## src/hdl/rsw_defines.svh

```systemverilog
// offsets, field positions, reset values and timing counts of the reset/watchdog block
// assumes it is included by the package user and the top module by its bare name
`ifndef RSW_DEFINES_SVH
`define RSW_DEFINES_SVH

`define RSW_OFF_STATUS     12'h000
`define RSW_OFF_WDCTL      12'h004
`define RSW_BOD_OFF        2'b11
`define RSW_FLAG_RST       5'h01
`define RSW_FLAG_POR       0
`define RSW_FLAG_PIN       1
`define RSW_FLAG_BOR       2
`define RSW_FLAG_WDT       3
`define RSW_FLAG_DBG       4
`define RSW_WD_BASE_LOG2   14
`define RSW_CE_LAST        3'h3
`define RSW_WDPS_RST       3'h0
`define RSW_ZERO32         32'h0000_0000

`endif

```

## src/hdl/rsw_pkg.sv

```systemverilog
// types shared by the reset-source and watchdog block
// assumes nothing beyond the defines header
package rsw_pkg;

   typedef struct packed {
      logic [11:0] paddr;
      logic        psel;
      logic        penable;
      logic        pwrite;
      logic [31:0] pwdata;
   } rsw_apb_req_t;

   typedef struct packed {
      logic       brownoutLevelFuse1;
      logic       brownoutLevelFuse0;
      logic       watchdogLockFuse;
   } rsw_fuse_t;

   typedef struct packed {
      logic [2:0] rsvd;
      logic       watchdogChangeEnable;
      logic       watchdogEnableBit;
      logic [2:0] watchdogPrescaleField;
   } rsw_wdctl_t;

   typedef enum logic [2:0] {
      RSW_ST_HOLD  = 3'b001,
      RSW_ST_DELAY = 3'b010,
      RSW_ST_RUN   = 3'b100
   } rsw_state_t;

endpackage

```

## src/hdl/rsw_top.sv

```systemverilog
// reset-source logic, start-up delay, reset-cause flags and watchdog with APB registers
// assumes pins, fuses and the watchdog oscillator level are synchronous to clk
//
// Added by the designer: the APB interface to the registers and the register offsets.
`timescale 1ns/100ps
`include "rsw_defines.svh"

module rsw_top #(
   parameter int WD_BASE_LOG2 = `RSW_WD_BASE_LOG2   // log2 of shortest watchdog period
) (
   input  wire logic                  clk,               // system clock, 10 MHz
   input  wire logic                  rst,               // power-on reset, async, high
   input  wire logic                  resetPinN,         // external reset pin, low active
   input  wire logic                  supplyLow,         // brown-out comparator output
   input  wire logic                  debugResetReg,     // debug scan reset register bit
   input  wire rsw_pkg::rsw_fuse_t    fuses,             // brown-out level and lock fuses
   input  wire logic [15:0]           startupDelayCycles,// start-up delay from clock fuses
   input  wire logic                  compRefSelect,     // comparator reference select
   input  wire logic                  adcEnable,         // converter enabled
   input  wire logic                  wdOscClk,          // watchdog oscillator level
   input  wire logic                  wdRestart,         // watchdog restart instruction
   input  wire rsw_pkg::rsw_apb_req_t apbReq,            // APB request
   output logic [31:0]                prdata,            // APB read data
   output logic                       pready,            // APB ready
   output logic                       pslverr,           // APB error, unmapped address
   output logic                       coreReset,         // internal reset to the core
   output logic                       refEnable          // internal reference enable
);
   import rsw_pkg::*;

   ////////////////////////////////////////////////////////////////////////////////
   // reset sources

   logic       bodEnabled;
   logic       bodHit;
   logic       srcSync;
   logic       asyncSet;
   logic       wdPulse_q;
   logic       wdPulse_d;
   rsw_state_t state_q;
   rsw_state_t state_d;
   logic       coreReset_q;
   logic       coreReset_d;
   logic [15:0] dlyCnt_q;
   logic [15:0] dlyCnt_d;

   assign bodEnabled = ({fuses.brownoutLevelFuse1, fuses.brownoutLevelFuse0}
                        != `RSW_BOD_OFF);
   assign bodHit     = bodEnabled & supplyLow;
   assign srcSync    = ~resetPinN | bodHit | debugResetReg | wdPulse_q;
   // pin and brown-out act without a clock edge; the reset tree is expected
   // to tolerate the glitch risk of this combined asynchronous source
   assign asyncSet   = rst | ~resetPinN | bodHit;

   always_comb begin
      state_d  = state_q;
      dlyCnt_d = dlyCnt_q;
      case (state_q)
         RSW_ST_HOLD: begin
            dlyCnt_d = 16'h0000;
            if (!srcSync) begin
               state_d = RSW_ST_DELAY;
            end
         end
         RSW_ST_DELAY: begin
            if (srcSync) begin
               state_d  = RSW_ST_HOLD;
               dlyCnt_d = 16'h0000;
            end else if (dlyCnt_q >= startupDelayCycles) begin
               state_d = RSW_ST_RUN;
            end else begin
               dlyCnt_d = dlyCnt_q + 16'h0001;
            end
         end
         RSW_ST_RUN: begin
            if (srcSync) begin
               state_d  = RSW_ST_HOLD;
               dlyCnt_d = 16'h0000;
            end
         end
         default: begin
            state_d  = RSW_ST_HOLD;
            dlyCnt_d = 16'h0000;
         end
      endcase
      coreReset_d = (state_d != RSW_ST_RUN);
   end

   always_ff @(posedge clk or posedge asyncSet) begin
      if (asyncSet) begin
         state_q     <= RSW_ST_HOLD;
         coreReset_q <= 1'b1;
         dlyCnt_q    <= 16'h0000;
      end else begin
         state_q     <= state_d;
         coreReset_q <= coreReset_d;
         dlyCnt_q    <= dlyCnt_d;
      end
   end

   ////////////////////////////////////////////////////////////////////////////////
   // APB slave, one wait state so that read data comes from a flop

   logic        access;
   logic        complete;
   logic        selStat;
   logic        selCtl;
   logic        mapped;
   logic        statWr;
   logic        ctlWr;
   logic [31:0] rdData;
   logic [31:0] prdata_q;
   logic        pready_q;
   logic        pslverr_q;
   logic [4:0]  flags_q;
   logic [4:0]  flagSet;
   rsw_wdctl_t  ctlRead;
   rsw_wdctl_t  wrCtl;

   assign access   = apbReq.psel & apbReq.penable;
   assign complete = access & pready_q;
   assign selStat  = (apbReq.paddr == `RSW_OFF_STATUS);
   assign selCtl   = (apbReq.paddr == `RSW_OFF_WDCTL);
   assign mapped   = selStat | selCtl;
   assign statWr   = complete & apbReq.pwrite & selStat;
   assign ctlWr    = complete & apbReq.pwrite & selCtl;
   assign wrCtl    = rsw_wdctl_t'(apbReq.pwdata[7:0]);
   assign rdData   = selStat ? {27'h000_0000, flags_q} :
                     selCtl  ? {24'h00_0000, ctlRead} : `RSW_ZERO32;

   always_ff @(posedge clk or posedge rst) begin
      if (rst) begin
         pready_q  <= 1'b0;
         pslverr_q <= 1'b0;
         prdata_q  <= `RSW_ZERO32;
      end else begin
         pready_q  <= access & ~pready_q;
         pslverr_q <= access & ~pready_q & ~mapped;
         if (access && !pready_q) begin
            prdata_q <= rdData;
         end
      end
   end

   ////////////////////////////////////////////////////////////////////////////////
   // reset-cause flags; a set in the same cycle as a software clear wins

   assign flagSet[`RSW_FLAG_POR] = 1'b0;
   assign flagSet[`RSW_FLAG_PIN] = ~resetPinN;
   assign flagSet[`RSW_FLAG_BOR] = bodHit;
   assign flagSet[`RSW_FLAG_WDT] = wdPulse_q;
   assign flagSet[`RSW_FLAG_DBG] = debugResetReg;

   for (genvar i = 0; i < 5; i++) begin : gFlag
      localparam logic [4:0] FlagRst = `RSW_FLAG_RST;
      always_ff @(posedge clk or posedge rst) begin
         if (rst) begin
            flags_q[i] <= FlagRst[i];
         end else if (flagSet[i]) begin
            flags_q[i] <= 1'b1;
         end else if (statWr && !apbReq.pwdata[i]) begin
            flags_q[i] <= 1'b0;
         end
      end
   end

   ////////////////////////////////////////////////////////////////////////////////
   // watchdog control with timed change window

   logic       watchdog_change_enable_q;
   logic       watchdog_change_enable_d;
   logic       wdEn_q;
   logic       wdEn_d;
   logic [2:0] wdPs_q;
   logic [2:0] wdPs_d;
   logic [2:0] ceCnt_q;
   logic [2:0] ceCnt_d;
   logic       openReq;
   logic       lock;

   assign lock    = fuses.watchdogLockFuse;
   assign openReq = ctlWr & wrCtl.watchdogChangeEnable & wrCtl.watchdogEnableBit;
   assign ctlRead = '{rsvd: 3'h0,
                      watchdogChangeEnable: watchdog_change_enable_q,
                      watchdogEnableBit: wdEn_q | lock,
                      watchdogPrescaleField: wdPs_q};

   always_comb begin
      wdEn_d  = wdEn_q;
      wdPs_d  = wdPs_q;
      watchdog_change_enable_d  = watchdog_change_enable_q;
      ceCnt_d = 3'h0;
      if (coreReset_q) begin
         wdEn_d = lock;
         wdPs_d = `RSW_WDPS_RST;
         watchdog_change_enable_d = 1'b0;
      end else begin
         if (lock) begin
            wdEn_d = 1'b1;
         end else if (ctlWr && watchdog_change_enable_q) begin
            wdEn_d = wrCtl.watchdogEnableBit;
         end else if (ctlWr) begin
            wdEn_d = wdEn_q | wrCtl.watchdogEnableBit;
         end
         if (ctlWr && watchdog_change_enable_q) begin
            wdPs_d = wrCtl.watchdogPrescaleField;
         end
         if (openReq) begin
            watchdog_change_enable_d = 1'b1;
         end else if (ctlWr && watchdog_change_enable_q) begin
            watchdog_change_enable_d = 1'b0;
         end else if (watchdog_change_enable_q && ceCnt_q == `RSW_CE_LAST) begin
            watchdog_change_enable_d = 1'b0;
         end
         if (!openReq && watchdog_change_enable_q) begin
            ceCnt_d = ceCnt_q + 3'h1;
         end
      end
   end

   always_ff @(posedge clk or posedge rst) begin
      if (rst) begin
         wdEn_q  <= 1'b0;
         wdPs_q  <= `RSW_WDPS_RST;
         watchdog_change_enable_q  <= 1'b0;
         ceCnt_q <= 3'h0;
      end else begin
         wdEn_q  <= wdEn_d;
         wdPs_q  <= wdPs_d;
         watchdog_change_enable_q  <= watchdog_change_enable_d;
         ceCnt_q <= ceCnt_d;
      end
   end

   ////////////////////////////////////////////////////////////////////////////////
   // watchdog counter on the oscillator's rising edges

   logic        wdOscPrev_q;
   logic        wdTick;
   logic [21:0] wdCnt_q;
   logic [21:0] wdCnt_d;
   logic [21:0] wdLast;
   logic        wdHit;

   assign wdTick = wdOscClk & ~wdOscPrev_q;
   assign wdLast = 22'((23'h00_0001 << (WD_BASE_LOG2 + int'(wdPs_q))) - 23'h00_0001);
   assign wdHit  = (wdCnt_q == wdLast);

   always_comb begin
      wdCnt_d   = wdCnt_q;
      wdPulse_d = 1'b0;
      if (wdRestart || !wdEn_q || coreReset_q) begin
         wdCnt_d = 22'h00_0000;
      end else if (wdTick) begin
         wdCnt_d   = wdHit ? 22'h00_0000 : wdCnt_q + 22'h00_0001;
         wdPulse_d = wdHit;
      end
   end

   always_ff @(posedge clk or posedge rst) begin
      if (rst) begin
         wdOscPrev_q <= 1'b0;
         wdCnt_q     <= 22'h00_0000;
         wdPulse_q   <= 1'b0;
      end else begin
         wdOscPrev_q <= wdOscClk;
         wdCnt_q     <= wdCnt_d;
         wdPulse_q   <= wdPulse_d;
      end
   end

   ////////////////////////////////////////////////////////////////////////////////
   // reference enable and outputs

   logic refEnable_q;

   always_ff @(posedge clk or posedge rst) begin
      if (rst) begin
         refEnable_q <= 1'b0;
      end else begin
         refEnable_q <= bodEnabled | compRefSelect | adcEnable;
      end
   end

   assign prdata    = prdata_q;
   assign pready    = pready_q;
   assign pslverr   = pslverr_q;
   assign coreReset = coreReset_q;
   assign refEnable = refEnable_q;
endmodule

```

## config.mk

```make
export PLATFORM = sky130hd
export DESIGN_NAME = rsw_top
export DESIGN_NICKNAME = d
export VERILOG_FILES = /design/src/hdl/rsw_pkg.sv /design/src/hdl/rsw_top.sv
export VERILOG_INCLUDE_DIRS = /design/src /design/src/hdl
export SDC_FILE = /design/constraint.sdc
export NUM_CORES = 1
export LEC_CHECK = 0
export ABC_AREA = 1
export BUFFER_PORTS_ARGS = -buffer_cell sky130_fd_sc_hd__buf_2
export CELL_PAD_IN_SITES_DETAIL_PLACEMENT = 2
export CELL_PAD_IN_SITES_GLOBAL_PLACEMENT = 2
export CORE_MARGIN = 8
export CORE_UTILIZATION = 32
export DETAILED_ROUTE_END_ITERATION = 6
export HOLD_SLACK_MARGIN = 0.06
export PLACE_DENSITY_LB_ADDON = 0.1
export SYNTH_ARGS = -nofsm -noshare
export SYNTH_HDL_FRONTEND = slang
export SYNTH_SLANG_ARGS = --single-unit
```

## constraint.sdc

```tcl
create_clock -name clk -period 4.48 [get_ports clk]
set_input_delay 0.896 -clock clk [delete_from_list [all_inputs] [get_ports clk]]
set_output_delay 0.896 -clock clk [all_outputs]
set_load 0.01 [all_outputs]
```

==> results_dict.tcl, run 1 <==
set metrics [dict create \
    outcome "complete, no violations" \
    avgRoutedWirePerCell_um 16.4 \
    ios 111 \
    cp.arrival_ns 2.98 \
    clock-sinks 65 \
    async_flop_share 1.00 \
    grt_pass1_vias 5236 \
    gp_congestion 0.834 \
    setup_ws_ns 1.71 \
    drc 0 \
    port_buffers 56 \
    drtAntennaViolNets 0 \
    antenna_found_initial 0 \
    use_met3 0.0339 \
    clk_pin_slew_ns 0.06 \
    start_kind "flip-flop" \
    n_antenna_cell 0 \
    wl_mm 15.3 \
    post-route-period-util 0.618 \
    irDropWorstVdd_uv 151 \
    criticalPathCategory "reg2reg" \
    design.core.area_sq_um 14500 \
    rsz0062_at_grt "false" \
    syn_area_sq_um 4780 \
    nFillCells 1802 \
    start_util 0.329 \
    p_leak_nw 2.60 \
    cpMostUsedCell "nand2_1" \
    rows 44 \
    syn_area_per_cell_sq_um 6.95 \
    setup_viol 0 \
    yosysWarnings 0 \
    vias 4568 \
    crit_start "wdPs_q[1]$_DFFE_PP0P_" \
    ys.flop_type "dfrtp_1" \
    grt_max_degree 46 \
    yosysUniqueCellTypes 34 \
    die_y_um 138 \
    final_common_cell "nand2_1" \
    gr-usage-met2 0.307 \
    fin_worst_skew_ns 0.00541 \
    grt_busiest_layer "met2" \
    dp_slack_ns 1.29 \
    htree_levels 3 \
    layout_common_cells "190 x nand2_1, 83 x inv_1, 80 x nor2_1" \
    area_growth_pct 12.8 \
    root_buffer "clkbuf_16" \
    hold_viol_final 0 \
    yosysSeqAreaShare 0.341 \
    fmax_ghz 0.361 \
    ctsResizeCount 0 \
    grt_usage 0.163 \
    met1_usage 0.178 \
    synth-edff-count 0 \
    maxCapViolCount 0 \
    cts_tree "built" \
    die_w_um 138 \
    layout-drive-gt1-share 0.127 \
    dp.cells 915 \
    cts_made_buffers 9 \
    hp-start "ceCnt_q[0]$_DFF_PP0_" \
    hold_path.class "reg2reg" \
    drv_slew 0 \
    critPathRequiredTime_ns 4.69 \
    path_cells "inv_2 > ha_1 > nand2_1 > inv_1 > nand2_1 > nand2_1 > nand3_1 > nor2_1 > nand2_1 > nor2_1 > nand2_2 > nand2_4 > o21ai_0" \
    cp-end-kind "flip-flop" \
    syn_inst 687 \
    ys_ff_latch 65 \
    powerDensity_nw_per_um2 258 \
    drt_iter0_markers 170 \
    routed_via_density 4.91 \
    firstDrtPassIters 4 \
    period_minus_slack_ns 2.77 \
    cts.path.max_buffers 2 \
    r2r_start "wdPs_q[1]$_DFFE_PP0P_" \
    worst_path_max_delay_cell "dfrtp_1" \
    cts_hold_buffers 0 \
    worst_pin_slew_ns 1.04 \
    critPathMaxStageDelay_ns 0.53 \
    dpl.hpwl_mm 12.1 \
    grt_pass1_wl_mm 25.7 \
    fin_tns_setup_ns 0 \
    dieArea_sq_um 19100 \
    cts_setup_buffers 0 \
    layout.nets 842 \
    crit_fanout 18 \
    fin_cells 930 \
    clock_latency_ns 0.34 \
    max_slew_margin 0.305 \
    overflow 0 \
]
worst max-delay path: cells and delay by family (launching register included):
family / cells / cell delay (ns)
and+or+nand+nor: 9 / 1.13
DFF: 1 / 0.53
adders and majority gates: 1 / 0.49
buffers and inverters: 2 / 0.36
AOI/OAI and AO/OA: 1 / 0.13
synth_stat cells, types with 4 or more instances:
master | instances | area (sq um)
inv_1 | 84 | 315
o21ai_2 | 10 | 87.6
nand2_1 | 190 | 713
xor2_1 | 19 | 166
xnor2_1 | 5 | 43.8
nand3_1 | 65 | 325
nand2_2 | 4 | 25.0
ha_1 | 25 | 313
nor2_1 | 81 | 304
a21oi_1 | 8 | 40.0
nor4_1 | 4 | 25.0
dfrtp_1 | 62 | 1550
clkbuf_1 | 4 | 15.0
o21ai_0 | 29 | 145
a211oi_1 | 4 | 30.0
nor3_1 | 16 | 80.1
nand4_1 | 18 | 113
buf_4 | 29 | 218
stage by stage:
| stage | hold WS, ns | utilization | power (mW) | area (sq um) |
|---|---|---|---|---|
| 6_report | 0.444 | 0.371 | 1.39 | 5390 |
| 3_5_place_dp | 0.431 | 0.351 | 0.709 | 5110 |
| 4_1_cts | 0.440 | 0.371 | 1.42 | 5390 |
| 3_3_place_gp | 0.420 | 0.351 | 0.703 | 5110 |
| 5_1_grt | 0.481 | 0.371 | 1.45 | 5390 |
| 2_1_floorplan | 0.410 | - | 0.680 | 4870 |
path summary, 6_finish.rpt:
check / slack (ns) / cells past startpoint / to
worst max-delay path: 1.71 / 13 / wdCnt_q[8]$_DFFE_PP0P_
max in group asynchronous: 2.80 / 5 / dlyCnt_q[12]$_DFFE_PP0P_
worst min-delay path: 0.44 / 1 / ceCnt_q[0]$_DFF_PP0_
worst min register to register: 0.44 / 1 / ceCnt_q[0]$_DFF_PP0_
worst max register to register: 1.71 / 13 / wdCnt_q[8]$_DFFE_PP0P_
min in group asynchronous: 0.81 / 2 / refEnable$_DFF_PP0_
flip-flops by register name, indices dropped and copies added, names as in the netlist, 3 cells and up:
signal	flops
wdCnt_q	22
flags_q	5
ceCnt_q	3
state_q	3
dlyCnt_q	16
prdata	5
wdPs_q	3
cell type report:
class / count / area [sq um] / area share
timing repair buffer: 56 / 280 / 0.0520
multi-input combinational: 521 / 2630 / 0.489
sequential: 65 / 1630 / 0.303
clock buffer: 12 / 236 / 0.0439
inverter: 89 / 334 / 0.0620
clock inverter: 3 / 42.5 / 0.00790
tap: 184 / 230 / 0.0427
layer usage:
metal  up-vias  share of wire
met2        39           0.54
li1       2253              -
met4         0          0.012
met1      2258           0.42
met3        18          0.024
met5         -              0
kinds of logic (layout without fill, tap and decap cells):
group                    after synthesis  after routing  share of synthesized area
AND/OR/NAND/NOR                      387            387                      0.347
buffers and inverters                127            160                      0.128
flip-flops                            65             65                      0.341
AO/OA/AOI/OAI                         58             58                     0.0734
adder cells (fa/ha/maj)               25             25                     0.0655
XOR/XNOR                              24             24                     0.0440
other                                  1             27                   0.000785
power breakdown:
part	switching, mW	internal, mW
combinational	0.0610	0.0325
clock	0.267	0.427
sequential	0.00539	0.598
(Power assumes the default switching activity.)
==> run 2, diff against run 1 <==
--- a/config.mk
+++ b/config.mk
@@ -11,7 +11,7 @@
 export CELL_PAD_IN_SITES_DETAIL_PLACEMENT = 2
 export CELL_PAD_IN_SITES_GLOBAL_PLACEMENT = 2
 export CORE_MARGIN = 8
-export CORE_UTILIZATION = 32
+export CORE_UTILIZATION = 30
 export DETAILED_ROUTE_END_ITERATION = 6
 export HOLD_SLACK_MARGIN = 0.06
 export PLACE_DENSITY_LB_ADDON = 0.1
==> constraint.sdc (replaced) <==
create_clock -name clk -period 2.8 [get_ports clk]
set_input_delay 0.56 -clock clk [delete_from_list [all_inputs] [get_ports clk]]
set_output_delay 0.56 -clock clk [all_outputs]
set_load 0.01 [all_outputs]
==> run 2 against run 1 <==
Utilization fell by 1.7 points. Register-to-register slack got worse by 1.3 ns. Fmax rose by 18%. Sequential cell count did not move. Wire length rose by 0.63%. Die area rose by 5.9%. Clock power rose by 61%. Sequential power rose by 60%. Cell count rose by 5.1%. Power rose by 61%. Final area rose by 3.1%. Non-clock buffer count rose by 14. Critical endpoint is now wdCnt_q[4]$_DFFE_PP0P_.
==> results_dict.tcl, run 2 (synthesized netlist as in run 1, its figures left out) <==
set metrics [dict create \
    hold_viol_final 0 \
    criticalPathCategory "reg2reg" \
    fin_worst_skew_ns 0.00545 \
    rows 46 \
    crit_family "simple AND/OR/NAND/NOR gates" \
    share_seq_of_total_power 0.431 \
    vias 4614 \
    start_kind "flip-flop" \
    intPower_mw 1.73 \
    fmax_ghz 0.427 \
    clk_pin_slew_ns 0.05 \
    cts_made_buffers 9 \
    post-route-period-util 0.837 \
    drt_iter0_markers 116 \
    dpl.hpwl_mm 12.4 \
    die_w_um 142 \
    routed_via_density 4.72 \
    grt_pass1_vias 5322 \
    maxCapViolCount 0 \
    clock-sinks 65 \
    avgRoutedWirePerCell_um 15.7 \
    htree_levels 3 \
    dp_slack_ns 0.408 \
    cts_hold_buffers 0 \
    start_util 0.304 \
    fin_cells 977 \
    setup_ws_ns 0.457 \
    r2r_start "wdPs_q[2]$_DFFE_PP0P_" \
    cts_setup_buffers 0 \
    cp.arrival_ns 2.54 \
    worst_pin_slew_ns 0.716 \
    port_buffers 56 \
    gp_congestion 0.869 \
    hold_path.class "in2async" \
    outcome "complete, no violations" \
    firstDrtPassIters 4 \
    period_minus_slack_ns 2.34 \
    reg_top3 "wdCnt_q x22, dlyCnt_q x16" \
    p_leak_nw 2.68 \
    dieArea_sq_um 20200 \
    antenna_found_initial 0 \
    multiInputGateArea_sq_um 2630 \
    crit_fanout 18 \
    grt_max_degree 45 \
    fin_tns_setup_ns 0 \
    cts.path.max_buffers 2 \
    top_register "wdCnt_q" \
    grt_usage 0.162 \
    grt_pass1_wl_mm 26.2 \
    die_y_um 142 \
    cp-end-kind "flip-flop" \
    cts_tree "built" \
    rsz0062_at_grt "false" \
    final-seq-area_sq_um 1630 \
    path_buf_inv 2 \
    layout.nets 856 \
    ios 111 \
    nFillCells 1920 \
    overflow 0 \
    setup_viol 0 \
    drv_slew 0 \
    path_cells "inv_1 > ha_1 > nand2_1 > inv_1 > nand2_1 > xor2_1 > nand3_1 > nor2_1 > nand2_2 > nand2_4 > o21ai_0" \
    crit_start "wdPs_q[2]$_DFFE_PP0P_" \
    switching_share 0.229 \
    switchingPower_uw 514 \
    p_comb_frac 0.070 \
    clock_latency_ns 0.33 \
    design.core.area_sq_um 15700 \
    largest_reg_flops 22 \
    powerDensity_nw_per_um2 403 \
    drtAntennaViolNets 0 \
    ctsResizeCount 0 \
    drc 0 \
    p_clk_frac 0.499 \
    critPathRequiredTime_ns 3.00 \
    area_growth_pct 16.3 \
    final_common_cell "nand2_1" \
    root_buffer "clkbuf_16" \
    dp.cells 961 \
    wl_mm 15.4 \
    layout-drive-gt1-share 0.145 \
    irDropWorstVdd_uv 264 \
    max_slew_margin 0.522 \
    power_mw 2.24 \
    critPathMaxStageDelay_ns 0.40 \
    layout_common_cells "190 x nand2_1, 83 x inv_1, 80 x nor2_1" \
    worst_path_max_delay_cell "dfrtp_1" \
    n_antenna_cell 0 \
]
## run 2: changes by cell type in the layout (fill, tap and decap cells not counted)
cell / previous run / this run
buf_12: 0 / 1
buf_4: 0 / 13
clkbuf_8: 0 / 1
clkinv_2: 1 / 2
clkinvlp_4: 1 / 0
## run 2: stage by stage
step,instance area (sq um),util,hold WS [ns]
2_1_floorplan,4870,-,0.410
3_3_place_gp,5270,0.335,0.420
3_5_place_dp,5270,0.335,0.435
4_1_cts,5560,0.354,0.0819
5_1_grt,5560,0.354,0.0833
6_report,5560,0.354,0.0987
## run 2: worst register-to-register path, delay by kind of cell (launching register included)
| family | cells | cell delay (ns) |
|---|---|---|
| compound gates | 1 | 0.15 |
| flops | 1 | 0.40 |
| fa+ha+maj | 1 | 0.37 |
| buf+inv | 2 | 0.31 |
| simple gates | 6 | 0.78 |
| xor+xnor | 1 | 0.20 |
## run 2: layout make-up
type	instances	area share
clock inverter	3	0.00721
inverter	89	0.0601
timing repair buffer	70	0.0716
clock buffer	13	0.0450
multi-input combinational	521	0.474
tap	216	0.0486
sequential	65	0.293
## run 2: routing by layer
layer | global-route usage | up-vias | share of wire
li1 | - | 2282 | -
met1 | 0.173 | 2290 | 0.41
met2 | 0.317 | 32 | 0.56
met3 | 0.0335 | 10 | 0.020
met4 | 0.0345 | 0 | 0.0098
met5 | 0 | - | 0
## run 2: power by group through the flow
stage               Clock [mW]  Sequential (mW)  Combinational, mW
finish                    1.12            0.965              0.157
global route              1.21            0.966              0.180
CTS                       1.17            0.965              0.161
detailed placement           0            0.981              0.160
global placement             0            0.980              0.152
floorplan                    0            0.986              0.102
## run 2: path summary, 6_finish.rpt
kind | endpoint | slack, ns | depth (start not counted)
worst max-delay path | wdCnt_q[4]$_DFFE_PP0P_ | 0.46 | 11
worst min-delay path | refEnable$_DFF_PP0_ | 0.1 | 2
worst max register to register | wdCnt_q[4]$_DFFE_PP0P_ | 0.46 | 11
worst min register to register | ceCnt_q[0]$_DFF_PP0_ | 0.45 | 1
max in group asynchronous | state_q[0]$_DFF_PP1_ | 2.00 | 6
min in group clk | wdOscPrev_q$_DFF_PP0_ | 0.37 | 1
==> run 3, diff against run 2 <==
==> constraint.sdc (replaced) <==
create_clock -name clk -period 2.3 [get_ports clk]
set_input_delay 0.46 -clock clk [delete_from_list [all_inputs] [get_ports clk]]
set_output_delay 0.46 -clock clk [all_outputs]
set_load 0.01 [all_outputs]
==> run 3 against run 2 <==
Wire length increased by 3.5%. Count of clock-buffer cells in the layout is 1 lower. Sequential cell count did not move. Sequential power increased by 21%. Clock power increased by 30%. Global-route usage up 0.43 points. Clock skew about the same. Register-to-register slack worse by 0.27 ns. Sequential share of layout area shrank 0.97 points. Final area grew 3.4%. Setup slack got worse by 0.27 ns. Via count grew 2.1%. Critical path type unchanged.
==> results_dict.tcl, run 3 (synthesized netlist as in run 1, its figures left out) <==
set metrics [dict create \
    area_growth_pct 20.3 \
    die_y_um 142 \
    layout-drive-gt1-share 0.171 \
    grt_max_degree 29 \
    critPathRequiredTime_ns 2.52 \
    drtAntennaViolNets 0 \
    fmax_ghz 0.473 \
    critPathMaxStageDelay_ns 0.40 \
    crit_fanout 7 \
    p_leak_nw 2.77 \
    gp_congestion 0.859 \
    reg_top3 "wdCnt_q x22, dlyCnt_q x16" \
    rows 46 \
    dpl.hpwl_mm 12.6 \
    final_util 0.366 \
    p_comb_frac 0.068 \
    drv_slew 0 \
    nFillCells 1929 \
    cts.path.max_buffers 2 \
    firstDrtPassIters 4 \
    fin_tns_setup_ns 0 \
    port_buffers 56 \
    avgRoutedWirePerCell_um 16.1 \
    design.core.area_sq_um 15700 \
    whs_ns 0.138 \
    irDropWorstVdd_uv 285 \
    outcome "complete, no violations" \
    dieArea_sq_um 20200 \
    drt_iter0_markers 108 \
    largest_reg_flops 22 \
    period_minus_slack_ns 2.11 \
    top_register "wdCnt_q" \
    grt_pass1_vias 5418 \
    post-route-period-util 0.919 \
    ios 111 \
    start_kind "flip-flop" \
    htree_levels 3 \
    vias 4713 \
    worst_pin_slew_ns 0.713 \
    rsz0062_at_grt "false" \
    powerDensity_nw_per_um2 492 \
    drc 0 \
    worst-r2r-cell-count 12 \
    intPower_mw 2.16 \
    worst_path_max_delay_cell "dfrtp_1" \
    max_slew_margin 0.524 \
    fin_cells 992 \
    cts_hold_buffers 0 \
    path_cells "inv_2 > ha_2 > buf_4 > nor3_1 > nand2_1 > nand2_1 > nand3_1 > nor2_1 > nand2_2 > nand2_4 > buf_4 > o21ai_2" \
    layout.nets 871 \
    hold_viol_final 0 \
    grt_pass1_wl_mm 26.6 \
    share_seq_of_total_power 0.416 \
    cts_tree "built" \
    root_buffer "clkbuf_16" \
    die_w_um 142 \
    cp-end-kind "flip-flop" \
    switchingPower_uw 663 \
    switching_share 0.235 \
    clock_latency_ns 0.34 \
    wl_mm 15.9 \
    fin_worst_skew_ns 0.00557 \
    setup_viol 0 \
    criticalPathCategory "reg2reg" \
    overflow 0 \
    clk_pin_slew_ns 0.06 \
    routed_via_density 4.75 \
    cp.arrival_ns 2.34 \
    start_util 0.304 \
    dp.cells 975 \
    clock-sinks 65 \
    maxCapViolCount 0 \
    grt_usage 0.166 \
    hold_path.class "in2async" \
    final_common_cell "nand2_1" \
    p_clk_frac 0.517 \
    cts_made_buffers 9 \
    antenna_found_initial 0 \
    layout_common_cells "190 x nand2_1, 82 x inv_1, 79 x nor2_1" \
    n_antenna_cell 0 \
]
-- run 3: path summary, 6_finish.rpt --
kind	from	endpoint	slack, ns
hold reg to reg	ceCnt_q[0]$_DFF_PP0_	ceCnt_q[0]$_DFF_PP0_	0.44
setup reg to reg	wdPs_q[1]$_DFFE_PP0P_	wdCnt_q[15]$_DFFE_PP0P_	0.19
hold / removal	rst	refEnable$_DFF_PP0_	0.14
min in group clk	wdOscClk	wdOscPrev_q$_DFF_PP0_	0.26
setup / recovery	wdPs_q[1]$_DFFE_PP0P_	wdCnt_q[15]$_DFFE_PP0P_	0.19
max in group asynchronous	fuses[1]	state_q[0]$_DFF_PP1_	1.59
-- run 3: what timing repair did --
action	4_1_cts	5_1_grt
gates resized for setup	0	5
setup buffers	0	1
endpoints found under the setup margin	0	22
-- run 3: power groups by stage --
stage	clock network, mW	logic [mW]	registers, mW
finish	1.46	0.191	1.17
global route	1.55	0.220	1.18
CTS	1.51	0.196	1.17
detailed placement	0	0.195	1.19
global placement	0	0.187	1.19
floorplan	0	0.124	1.20
-- run 3: cell type report --
cell class,count,area (sq um),area share
inverters,89,334,0.0582
repair buffers,85,548,0.0954
clock buffers,12,267,0.0464
multi-input cells,521,2650,0.460
well taps,216,270,0.0470
clock inverters,4,50.0,0.00871
flip-flops and latches,65,1630,0.284
-- run 3: critical path: cells and delay by family (launching register included) --
kind	cells	cell delay (ns)
AND/OR/NAND/NOR	7	0.74
buffers and inverters	3	0.47
flip-flops	1	0.40
adder cells (fa/ha/maj)	1	0.32
AO/OA/AOI/OAI	1	0.07
-- run 3: routing by layer --
metal  global-route usage  wire (um)  vias to the layer above  part of all wire
met1                0.177       6510                     2343              0.41
li1                     -          -                     2312                 -
met5                    0          0                        -                 0
met4               0.0497        210                        0             0.013
met2                0.323       8830                       41              0.55
met3               0.0295        369                       17             0.023
-- run 3: metrics by stage --
| stage | instance area [sq um] | power [mW] | worst slack [ns] |
|---|---|---|---|
| 2_1_floorplan | 4870 | 1.32 | 0.131 |
| 3_3_place_gp | 5410 | 1.38 | 0.185 |
| 3_5_place_dp | 5410 | 1.39 | 0.101 |
| 4_1_cts | 5720 | 2.88 | 0.0827 |
| 5_1_grt | 5740 | 2.95 | 0.00911 |
| 6_report | 5740 | 2.82 | 0.187 |
